==> config.mk <==
export PLATFORM = sky130hd
export DESIGN_NAME = pwc_top
export DESIGN_NICKNAME = d
export VERILOG_FILES = /design/src/include/pwc_pkg.sv /design/src/pwc_top.sv
export SDC_FILE = /design/constraint.sdc
export NUM_CORES = 2
export LEC_CHECK = 0
export BUFFER_PORTS_ARGS = -buffer_cell sky130_fd_sc_hd__clkbuf_2
export CAP_MARGIN = 0
export CORE_ASPECT_RATIO = 0.6
export CORE_MARGIN = 10
export CORE_UTILIZATION = 40
export DETAILED_ROUTE_END_ITERATION = 6
export RECOVER_POWER = 100
export SYNTH_ARGS = -nofsm -noshare
export SYNTH_HDL_FRONTEND = slang
export SYNTH_SLANG_ARGS = --single-unit
==> constraint.sdc <==
create_clock -name aclk -period 2.51 [get_ports aclk]
set_input_delay 0.1255 -clock aclk [delete_from_list [all_inputs] [get_ports aclk]]
set_output_delay 0.1255 -clock aclk [all_outputs]
set_load 0.05 [all_outputs]
==> src/include/pwc_pkg.sv <==
// constants and types of the four-channel pulse and capture unit
package pwc_pkg;
	// register byte offsets
	localparam logic [7:0] OFS_CTL = 8'h00;
	localparam logic [7:0] OFS_PRESCALE = 8'h04;
	localparam logic [7:0] OFS_DEAD = 8'h08;
	localparam logic [7:0] OFS_MASK = 8'h0c;
	localparam logic [7:0] OFS_STATUS = 8'h10;
	localparam logic [7:0] OFS_CAPCTL = 8'h14;
	localparam logic [7:0] OFS_CAPIE = 8'h18;
	localparam logic [7:0] OFS_BUF = 8'h20;
	localparam logic [7:0] OFS_RISE = 8'h30;
	localparam logic [7:0] OFS_FALL = 8'h40;
	localparam logic [7:0] OFS_CNT = 8'h50;
	// writable bits of each register
	localparam logic [31:0] CTL_WMASK = 32'h0000_ff3f;
	localparam logic [31:0] PRESCALE_WMASK = 32'h0077_ffff;
	localparam logic [31:0] DEAD_WMASK = 32'h0000_ffff;
	localparam logic [31:0] MASK_WMASK = 32'h0000_000f;
	localparam logic [31:0] CAPCTL_WMASK = 32'h0000_004f;
	localparam logic [31:0] CAPIE_WMASK = 32'h0000_00ff;
	// field positions
	localparam int CTL_PAIR01_BIT = 4;
	localparam int CTL_PAIR23_BIT = 5;
	localparam int CTL_CONT_LSB = 8;
	localparam int CTL_CENTER_LSB = 12;
	localparam int PRE_DIV_LSB = 16;
	localparam int CAP_RELOAD0_BIT = 6;
	localparam int STAT_RISE_LSB = 4;
	localparam int STAT_FALL_LSB = 8;
	localparam logic [2:0] DIV_SEL_MAX = 3'h4;
	// reset values
	localparam logic [31:0] REG_RESET = 32'h0000_0000;
	localparam logic [11:0] STATUS_RESET = 12'h000;
	// bus responses
	localparam logic [1:0] RESP_OKAY = 2'h0;
	localparam logic [1:0] RESP_SLVERR = 2'h2;

	typedef struct packed {
		logic [31:0] ctl;
		logic [31:0] prescale;
		logic [31:0] dead;
		logic [31:0] mask;
		logic [31:0] capctl;
		logic [31:0] capie;
		logic [11:0] status;
		logic [3:0][31:0] buffer;
		logic [3:0][15:0] period;
		logic [3:0][15:0] duty;
		logic [3:0][15:0] cnt;
		logic [3:0] dir_up;
		logic [3:0] active;
		logic [3:0] stopped;
		logic [3:0] raw;
		logic [3:0] cap_meta;
		logic [3:0] cap_sync;
		logic [3:0] cap_prev;
		logic [3:0][15:0] rise;
		logic [3:0][15:0] fall;
		logic [1:0][7:0] pre_cnt;
		logic [1:0][3:0] div_cnt;
		logic [1:0][7:0] dz_cnt;
		logic [1:0] gov_prev;
		logic [3:0] pin;
		logic bvalid;
		logic [1:0] bresp;
		logic rvalid;
		logic [1:0] rresp;
		logic [31:0] rdata;
	} pwc_state_t;
endpackage : pwc_pkg

==> src/pwc_top.sv <==
// four-channel pulse generator with capture, axi4-lite registers
//
// What this block does
// - four outputs, independent or paired 0/1 and 2/3 with dead-zone.
// - each pair shares 8-bit prescaler then divider 1, 1/2, 1/4, 1/8, 1/16.
// - per-channel 16-bit counter, down in edge mode, up-down in center.
// - per-channel 16-bit compare; output changes level on counter match.
// - four period flags, set when the channel counter reaches zero.
// - interrupt high only while a flag and its enable are both set.
// - one-shot mode runs one period, stops at zero, one request.
// - continuous mode reloads period at zero and keeps counting.
// - pair bit 4 pairs channels 0 and 1, timed by channel 0.
// - pair bit 5 pairs channels 2 and 3, timed by channel 2.
// - period and compare writes buffered, taken into use at zero.
// - capture enable turns the pin into an input sharing the counter.
// - rising edge latches counter to rising latch, falling to falling latch.
// - channel 0 capture interrupt enabled by bit 0 rising, bit 1 falling.
// - reload bit 6 reloads channel 0 counter on a rising capture.
// - status bits clear on write of one, zeros ignored.
//
// Decided for this implementation: the register offsets and the AXI4-Lite slave port.
`timescale 1ns/1ps
module pwc_top (
	// clock, reset, enable
	input wire logic aclk,
	input wire logic aresetn,
	input wire logic ce,
	// axi4-lite write address
	input wire logic awvalid,
	output logic awready,
	input wire logic [7:0] awaddr,
	input wire logic [2:0] awprot,
	// axi4-lite write data
	input wire logic wvalid,
	output logic wready,
	input wire logic [31:0] wdata,
	input wire logic [3:0] wstrb,
	// axi4-lite write response
	output logic bvalid,
	input wire logic bready,
	output logic [1:0] bresp,
	// axi4-lite read address
	input wire logic arvalid,
	output logic arready,
	input wire logic [7:0] araddr,
	input wire logic [2:0] arprot,
	// axi4-lite read data
	output logic rvalid,
	input wire logic rready,
	output logic [31:0] rdata,
	output logic [1:0] rresp,
	// channel pins
	input wire logic [3:0] pin_in,
	output logic [3:0] pin_out,
	output logic [3:0] pin_oe,
	// interrupt
	output logic irq
);
	pwc_pkg::pwc_state_t s_q;
	pwc_pkg::pwc_state_t s_d;
	logic [3:0] zero_ev;
	logic [3:0] rise_ev;
	logic [11:0] st_set;
	logic [11:0] st_clr;
	logic [1:0] tick;
	logic wr_go;
	logic rd_go;

	function automatic logic [31:0] merge(input logic [31:0] old,
		input logic [31:0] val, input logic [3:0] strb,
		input logic [31:0] wmask);
		logic [31:0] res;
		res = old;
		for (int b = 0; b < 4; b++) begin
			if (strb[b]) begin
				res[8*b +: 8] = val[8*b +: 8];
			end
		end
		return res & wmask;
	endfunction : merge

	function automatic logic [3:0] div_mask(input logic [2:0] sel);
		logic [2:0] c;
		c = (sel > pwc_pkg::DIV_SEL_MAX) ? pwc_pkg::DIV_SEL_MAX : sel;
		return 4'((5'h01 << c) - 5'h01);
	endfunction : div_mask

	function automatic logic [31:0] read_mux(pwc_pkg::pwc_state_t s,
		input logic [7:0] a, output logic ok);
		logic [31:0] v;
		logic [7:0] hi;
		v = 32'h0000_0000;
		ok = 1'b1;
		hi = {a[7:4], 4'h0};
		if (hi == pwc_pkg::OFS_BUF) begin
			v = s.buffer[a[3:2]];
		end else if (hi == pwc_pkg::OFS_RISE) begin
			v = {16'h0000, s.rise[a[3:2]]};
		end else if (hi == pwc_pkg::OFS_FALL) begin
			v = {16'h0000, s.fall[a[3:2]]};
		end else if (hi == pwc_pkg::OFS_CNT) begin
			v = {16'h0000, s.cnt[a[3:2]]};
		end else begin
			unique case ({a[7:2], 2'h0})
				pwc_pkg::OFS_CTL: v = s.ctl;
				pwc_pkg::OFS_PRESCALE: v = s.prescale;
				pwc_pkg::OFS_DEAD: v = s.dead;
				pwc_pkg::OFS_MASK: v = s.mask;
				pwc_pkg::OFS_STATUS: v = {20'h00000, s.status};
				pwc_pkg::OFS_CAPCTL: v = s.capctl;
				pwc_pkg::OFS_CAPIE: v = s.capie;
				default: ok = 1'b0;
			endcase
		end
		return v;
	endfunction : read_mux

	always_comb begin
		logic [7:0] hi;
		logic [31:0] rv;
		logic rok;
		logic en;
		logic cont;
		logic center;
		logic pair;
		logic g;
		logic done;
		logic cap_rel;
		logic [31:0] clr_w;
		int p;
		hi = 8'h00;
		rv = 32'h0000_0000;
		rok = 1'b0;
		en = 1'b0;
		cont = 1'b0;
		center = 1'b0;
		pair = 1'b0;
		g = 1'b0;
		done = 1'b0;
		cap_rel = 1'b0;
		clr_w = 32'h0000_0000;
		p = 0;
		s_d = s_q;
		zero_ev = 4'h0;
		rise_ev = 4'h0;
		st_set = 12'h000;
		st_clr = 12'h000;
		tick = 2'h0;
		// bus write: address and data taken together
		wr_go = awvalid & wvalid & ~s_q.bvalid & ce;
		hi = {awaddr[7:4], 4'h0};
		if (wr_go) begin
			s_d.bvalid = 1'b1;
			s_d.bresp = pwc_pkg::RESP_OKAY;
			if (hi == pwc_pkg::OFS_BUF) begin
				s_d.buffer[awaddr[3:2]] = merge(s_q.buffer[awaddr[3:2]],
					wdata, wstrb, 32'hffff_ffff);
			end else begin
				unique case ({awaddr[7:2], 2'h0})
					pwc_pkg::OFS_CTL: s_d.ctl = merge(s_q.ctl, wdata, wstrb,
						pwc_pkg::CTL_WMASK);
					pwc_pkg::OFS_PRESCALE: s_d.prescale = merge(s_q.prescale,
						wdata, wstrb, pwc_pkg::PRESCALE_WMASK);
					pwc_pkg::OFS_DEAD: s_d.dead = merge(s_q.dead, wdata,
						wstrb, pwc_pkg::DEAD_WMASK);
					pwc_pkg::OFS_MASK: s_d.mask = merge(s_q.mask, wdata,
						wstrb, pwc_pkg::MASK_WMASK);
					pwc_pkg::OFS_STATUS: begin
						clr_w = merge(32'h0000_0000, wdata, wstrb,
							32'h0000_0fff);
						st_clr = clr_w[11:0];
					end
					pwc_pkg::OFS_CAPCTL: s_d.capctl = merge(s_q.capctl,
						wdata, wstrb, pwc_pkg::CAPCTL_WMASK);
					pwc_pkg::OFS_CAPIE: s_d.capie = merge(s_q.capie, wdata,
						wstrb, pwc_pkg::CAPIE_WMASK);
					default: s_d.bresp = pwc_pkg::RESP_SLVERR;
				endcase
			end
		end else if (s_q.bvalid & bready) begin
			s_d.bvalid = 1'b0;
		end
		// bus read
		rd_go = arvalid & ~s_q.rvalid & ce;
		rv = read_mux(s_q, araddr, rok);
		if (rd_go) begin
			s_d.rvalid = 1'b1;
			s_d.rdata = rv;
			s_d.rresp = rok ? pwc_pkg::RESP_OKAY : pwc_pkg::RESP_SLVERR;
		end else if (s_q.rvalid & rready) begin
			s_d.rvalid = 1'b0;
		end
		// per-pair prescaler and divider
		for (int k = 0; k < 2; k++) begin
			if (s_q.pre_cnt[k] == s_q.prescale[8*k +: 8]) begin
				s_d.pre_cnt[k] = 8'h00;
				s_d.div_cnt[k] = s_q.div_cnt[k] + 4'h1;
				tick[k] = ce & ((s_q.div_cnt[k] & div_mask(
					s_q.prescale[pwc_pkg::PRE_DIV_LSB + 4*k +: 3]))
					== div_mask(s_q.prescale[pwc_pkg::PRE_DIV_LSB + 4*k +: 3]));
			end else begin
				s_d.pre_cnt[k] = s_q.pre_cnt[k] + 8'h01;
			end
		end
		// channels
		for (int n = 0; n < 4; n++) begin
			p = n / 2;
			en = s_q.ctl[n];
			cont = s_q.ctl[pwc_pkg::CTL_CONT_LSB + n];
			center = s_q.ctl[pwc_pkg::CTL_CENTER_LSB + n];
			cap_rel = 1'b0;
			// pin synchroniser and capture
			s_d.cap_meta[n] = pin_in[n];
			s_d.cap_sync[n] = s_q.cap_meta[n];
			s_d.cap_prev[n] = s_q.cap_sync[n];
			if (s_q.capctl[n]) begin
				if (s_q.cap_sync[n] & ~s_q.cap_prev[n]) begin
					rise_ev[n] = 1'b1;
					s_d.rise[n] = s_q.cnt[n];
					st_set[pwc_pkg::STAT_RISE_LSB + n] = 1'b1;
					cap_rel = (n == 0) &
						s_q.capctl[pwc_pkg::CAP_RELOAD0_BIT];
				end
				if (~s_q.cap_sync[n] & s_q.cap_prev[n]) begin
					s_d.fall[n] = s_q.cnt[n];
					st_set[pwc_pkg::STAT_FALL_LSB + n] = 1'b1;
				end
			end
			// counter
			if (!en) begin
				s_d.active[n] = 1'b0;
				s_d.stopped[n] = 1'b0;
				s_d.raw[n] = 1'b0;
			end else if (!s_q.active[n] && !s_q.stopped[n]) begin
				s_d.active[n] = 1'b1;
				s_d.period[n] = s_q.buffer[n][15:0];
				s_d.duty[n] = s_q.buffer[n][31:16];
				s_d.cnt[n] = center ? 16'h0000 : s_q.buffer[n][15:0];
				s_d.dir_up[n] = center;
				s_d.raw[n] = 1'b0;
			end else if (s_q.active[n] && cap_rel) begin
				s_d.cnt[n] = center ? 16'h0000 : s_q.period[n];
				s_d.dir_up[n] = center;
				s_d.raw[n] = 1'b0;
			end else if (s_q.active[n] && tick[p]) begin
				if (!s_q.dir_up[n] && s_q.cnt[n] == 16'h0000) begin
					zero_ev[n] = 1'b1;
					st_set[n] = 1'b1;
					s_d.period[n] = s_q.buffer[n][15:0];
					s_d.duty[n] = s_q.buffer[n][31:16];
					s_d.raw[n] = 1'b0;
					if (!cont) begin
						s_d.active[n] = 1'b0;
						s_d.stopped[n] = 1'b1;
					end else if (center) begin
						s_d.dir_up[n] = 1'b1;
					end else begin
						s_d.cnt[n] = s_q.buffer[n][15:0];
					end
				end else begin
					if (s_q.dir_up[n]) begin
						if (s_q.cnt[n] >= s_q.period[n]) begin
							s_d.dir_up[n] = 1'b0;
							s_d.cnt[n] = (s_q.cnt[n] == 16'h0000) ? 16'h0000
								: s_q.cnt[n] - 16'h0001;
						end else begin
							s_d.cnt[n] = s_q.cnt[n] + 16'h0001;
						end
					end else begin
						s_d.cnt[n] = s_q.cnt[n] - 16'h0001;
					end
					if (s_q.cnt[n] == s_q.duty[n]) begin
						s_d.raw[n] = ~s_q.raw[n];
					end
				end
			end
		end
		// status: a set in the same cycle beats the clear
		s_d.status = (s_q.status & ~st_clr) | st_set;
		// dead-zone generators and pin drive
		for (int k = 0; k < 2; k++) begin
			pair = s_q.ctl[pwc_pkg::CTL_PAIR01_BIT + k];
			g = s_q.raw[2*k];
			s_d.gov_prev[k] = g;
			if (g != s_q.gov_prev[k]) begin
				s_d.dz_cnt[k] = s_q.dead[8*k +: 8];
			end else if (s_q.dz_cnt[k] != 8'h00) begin
				s_d.dz_cnt[k] = s_q.dz_cnt[k] - 8'h01;
			end
			done = (g == s_q.gov_prev[k]) && (s_q.dz_cnt[k] == 8'h00) &&
				s_q.ctl[2*k];
			if (pair) begin
				s_d.pin[2*k] = g & done;
				s_d.pin[2*k+1] = ~g & done;
			end else begin
				s_d.pin[2*k] = s_q.raw[2*k];
				s_d.pin[2*k+1] = s_q.raw[2*k+1];
			end
		end
	end

	always_ff @(posedge aclk) begin
		if (!aresetn) begin
			s_q <= '0;
		end else if (ce) begin
			s_q <= s_d;
		end
	end

	// handshakes and outputs
	assign awready = awvalid & wvalid & ~s_q.bvalid & ce;
	assign wready = awvalid & wvalid & ~s_q.bvalid & ce;
	assign bvalid = s_q.bvalid;
	assign bresp = s_q.bresp;
	assign arready = ~s_q.rvalid & ce;
	assign rvalid = s_q.rvalid;
	assign rdata = s_q.rdata;
	assign rresp = s_q.rresp;
	assign pin_out = s_q.pin;
	assign pin_oe = ~s_q.capctl[3:0];
	always_comb begin
		logic [7:0] cap_en;
		cap_en = 8'h00;
		for (int n = 0; n < 4; n++) begin
			cap_en[n] = s_q.capie[2*n];
			cap_en[4+n] = s_q.capie[2*n+1];
		end
		irq = |(s_q.status & {cap_en[7:4], cap_en[3:0], s_q.mask[3:0]});
	end
endmodule : pwc_top

==> impl.org <==
** Synthesis
- The mapped netlist covers 34,400 µm².
- Yosys printed 0 warnings.
- After synthesis, the share of flip-flops with an asynchronous set or reset is 0%.
- Yosys attributes the largest share of cell area to sky130_fd_sc_hd__dfxtp_1, sky130_fd_sc_hd__mux4_2, sky130_fd_sc_hd__nand2_1.
- Averaged over all synthesized cells, the footprint is 8.42 µm².
- After technology mapping, the gate count stands at 4,084.
- The share of the Yosys chip area taken by registers is 37.2%.
- The synthesized design contains 0 enable-type register cells.
- Synth top area share :: 37.2%
- Of all cell types, the one taking the most synthesized area is sky130_fd_sc_hd__dfxtp_1.
- Flop and latch count out of synthesis :: 639
- Post-synth cell types :: 92
- Post-synth top flop :: sky130_fd_sc_hd__dfxtp_1

** Clocking
- Clock tree from TritonCTS :: built
- Clock-pin slew on the worst setup and hold paths :: 70 ps
- The clock net in this run drives a total of 639 sinks.
- Level count of the clock H-tree :: 3
- Source-to-sink clock delay at the later pin of the worst-skew pair :: 660 ps
- Root buffer selected by CTS :: sky130_fd_sc_hd__clkbuf_16
- Number of buffers created by CTS :: 68
- Counting along the longest clock path gives a buffer depth of 3.

** STA
- RSZ-0062 raised after global routing :: yes
- Once routing completed, OpenROAD measured the worst setup slack at -22.4 ps.
- Transition time at the pin with the least slew margin :: 1280 ps
- Across all hold checks on the routed design, the worst slack comes to 52.3 ps.
- Based on the critical path, the design can be clocked at up to 395 MHz.
- Counting I/O delays and the setup requirement, the final critical path takes 2530 ps.
- Aggregate negative setup slack :: -22.4 ps
- Slew headroom :: 14.8%
- Final Max Slew Viols :: 0
- Setup Skew :: 29.0 ps
- Final hold violation count :: 0
- Post-route clock period utilization :: 101%
- Setup violations remaining at the end of the flow were counted as 1.

** Drt
- Vias after detailed routing :: 34,185
- For this block, the initial DRC count from the detailed router was 4,752.
- Post-route DRC violation count :: 4
- Dividing the detail-routed wire length by the instance count gives 25.7 µm.
- The first TritonRoute pass finished after 7 iterations.
- Once detail routing completed, the nets flagged for antenna violations numbered 0.
- Summed over all layers, the routed wires come to 144 mm.
- Mean number of vias per cell :: 6.08

** Layout
- Layout Utilization :: 49.4%
- Multi-input logic area :: 20,400 µm²
- Proportion of layout cells with a drive suffix above 1 :: 20.4%
- Sequential Area :: 12,800 µm²
- Compared with the post-synthesis result, the final layout area differs by 22.8%.
- Final std cell area, no fill :: 42,200 µm²
- Count of nets after finishing :: 4,581
- After filler insertion, the fill cell instance count of the layout stands at 8,138.

** Power and ir drop
- Clock network power share :: 46.3%
- Cell-internal power :: 17,500 µW
- Pleak :: 0.0166 µW
- The worst-case IR drop observed on VDD is 0.423 mV.
- Total net switching power :: 6160 µW
- Of the total power, registers draw 44.1%.
- Net switching is 26.1% of the power.
- Areal power density over the cells :: 560 nW/µm²
- In this run, the combinational gates consume 9.6% of the power.

** Setup path
- Launch point of the worst reg-to-reg path :: s_q[290]
- Worst setup EP type :: flip-flop
- Together, buffers and inverters on the worst path number 1.
- Broken down by cell family, the worst path's largest delay share belongs to simple AND/OR/NAND/NOR gates.
- For the worst setup path, the data required time is 3080 ps.
- On the critical path, the stage with the largest delay is an instance of sky130_fd_sc_hd__or4_4.
- Largest incremental delay on the critical path :: 440 ps
- Of all nets on the critical path, the largest fanout is 15.
- STA classifies the critical path startpoint as a flip-flop.
- Traced cell by cell, the critical path runs through buf_12, or3b_4, or4_4, or3_1, or3_1, a21boi_1, nor2_1, o211ai_2.
- Source of the critical timing path :: s_q[290]
- Data arrives at the worst endpoint at 3100 ps.
- The critical path is of the flip-flop to flip-flop type.
- Cell repeated most along the worst path :: sky130_fd_sc_hd__or3_1

** Placement
- The congestion estimate from routability-driven global placement came to 1.00.
- Summing all placed instances gives a cell area of 38,700 µm².
- Total of buffers placed on input and output ports :: 107
- Summed over all nets, the half-perimeter wirelength after detailed placement is 107 mm.

** Global routing
- The initial antenna violation count is 4.
- The via count of the first global-routing pass came to 30,560.
- Summed over all layers, the global routing overflow is 0.
- Entering global routing, the biggest net connects 115 pins.
- Wire length of the first global-routing pass :: 209 mm
- In the global route stage, overall resource usage came out at 27.9%.

** Floorplan
- The die is 398 µm wide.
- Pin placement for this block handled 120 I/O pins.
- Core area :: 85,400 µm²
- Area of the die :: 98,500 µm²
- Die Height :: 247 µm
- Placement Rows :: 83
- Starting utilization of the core area :: 40.3%

** Outcome
- The flow ran to the end, but the final reports show violations.
- Violated checks :: design-rule violations, negative setup slack

** Job
- Reported max-cap violation count :: 0

** Worst hold path
- Hold Crit Class :: input pin to flip-flop
- Beginning of the worst hold path :: wstrb[0]
[path summary, 6_finish.rpt]
check             slack, ps  depth (start not counted)  endpoint
setup / recovery        -20                          8  s_q[298]
setup reg to reg        -20                          8  s_q[298]
hold / removal           50                          6  s_q[671]
hold reg to reg         450                          2  s_q[137]
[synthesized netlist by cell type, drive strengths merged, types with 11 or more instances]
cell and count:
a211oi 147, a21o 12, a21oi 355, a221oi 26
a222oi 13, a22o 12, a22oi 35, a31oi 34
and2 26, and3 27, and4 11, buf 105
clkbuf 242, dfxtp 639, ha 82, inv 108
mux2 11, mux2i 210, mux4 112, nand2 621
nand2b 16, nand3 86, nand4 38, nand4b 11
nor2 476, nor2b 20, nor3 81, nor4 50
o211ai 20, o21ai 106, o22ai 13, or2 17
or3 26, xnor2 22, xor2 102
[metrics by stage]
step | setup slack, ps | cells | total power (µW)
after floorplan | -42.9 | 4085 | 12200
after global placement | -128 | 5426 | 12800
after detailed placement | -157 | 5426 | 12800
after CTS | -8.50 | 5599 | 23700
after global routing | -69.0 | 5626 | 24300
final | -22.4 | 5627 | 23600
[cell type report]
cell class	instances	share of cell area [%]
antenna	1	0.00593
clock buffer	92	4.63
clock inverter	28	0.937
inverter	109	0.999
multi-input combinational	2992	48.4
sequential	639	30.4
tap	1147	3.40
timing repair buffer	619	11.2
[repair_timing]
action | 4_1_cts | 5_1_grt
buffers inserted | 4 | 22
setup endpoints to repair | 48 | 105
pin swaps | 8 | 50
hold buffers | 48 | 0
resized for setup | 22 | 148
cloned | 1 | 5
endpoints found under the hold margin | 165 | 0
[placed cells by master, fill, tap and decap left out, types with 76 or more instances in the layout]
master,n
sky130_fd_sc_hd__dfxtp_1,620
sky130_fd_sc_hd__nand2_1,616
sky130_fd_sc_hd__nor2_1,467
sky130_fd_sc_hd__buf_4,372
sky130_fd_sc_hd__a21oi_1,339
sky130_fd_sc_hd__mux2i_1,210
sky130_fd_sc_hd__a211oi_1,141
sky130_fd_sc_hd__mux4_2,112
sky130_fd_sc_hd__inv_1,102
sky130_fd_sc_hd__xor2_1,102
sky130_fd_sc_hd__o21ai_0,90
sky130_fd_sc_hd__nand3_1,84
sky130_fd_sc_hd__clkbuf_1,78
sky130_fd_sc_hd__clkbuf_2,76
[state kept, by name, summed over array words and instances (netlist names)]
signal and flops:
rdata 32, s_q 589, s_d 10, bresp 1
rvalid 1, bvalid 1, rresp 1, pin_out 4
[per-layer routing]
layer | up-vias | part of all wire, % | GRT usage [%]
met1 | 16556 | 45 | 42.5
met4 | 2 | 3.4 | 8.99
met5 | - | 0.014 | 0
met3 | 265 | 14 | 8.22
met2 | 2060 | 38 | 36.5
li1 | 15302 | - | -
[power groups by stage]
stage	clock, µW	sequential, µW	combinational (µW)
after floorplan	0	10600	1570
after global placement	0	10600	2160
after detailed placement	0	10600	2190
after CTS	11000	10400	2270
after global routing	11400	10400	2500
final	10900	10400	2280
[cells by family (layout without fill, tap and decap cells)]
logic type                 after synthesis  in the layout  share of synthesized area [%]
and+or+nand+nor                       1540           1540                           19.9
AOI/OAI and AO/OA                      909            911                           17.2
DFF                                    639            639                           37.2
buffers and inverters                  456            848                           5.70
muxes                                  333            333                           13.8
xor gates and xnor gates               124            124                           3.16
adders and majority gates               82             82                           2.98
other                                    1              3                         0.0109
[worst min-delay path, stage by stage]
cell and delay [ps]:
sky130_fd_sc_hd__clkbuf_2 100, sky130_fd_sc_hd__nand2_1 100, sky130_fd_sc_hd__nor2_1 50, sky130_fd_sc_hd__buf_4 160, sky130_fd_sc_hd__nand2_1 70, sky130_fd_sc_hd__a21oi_1 60
Note: power is estimated with default switching activity, not from simulation.
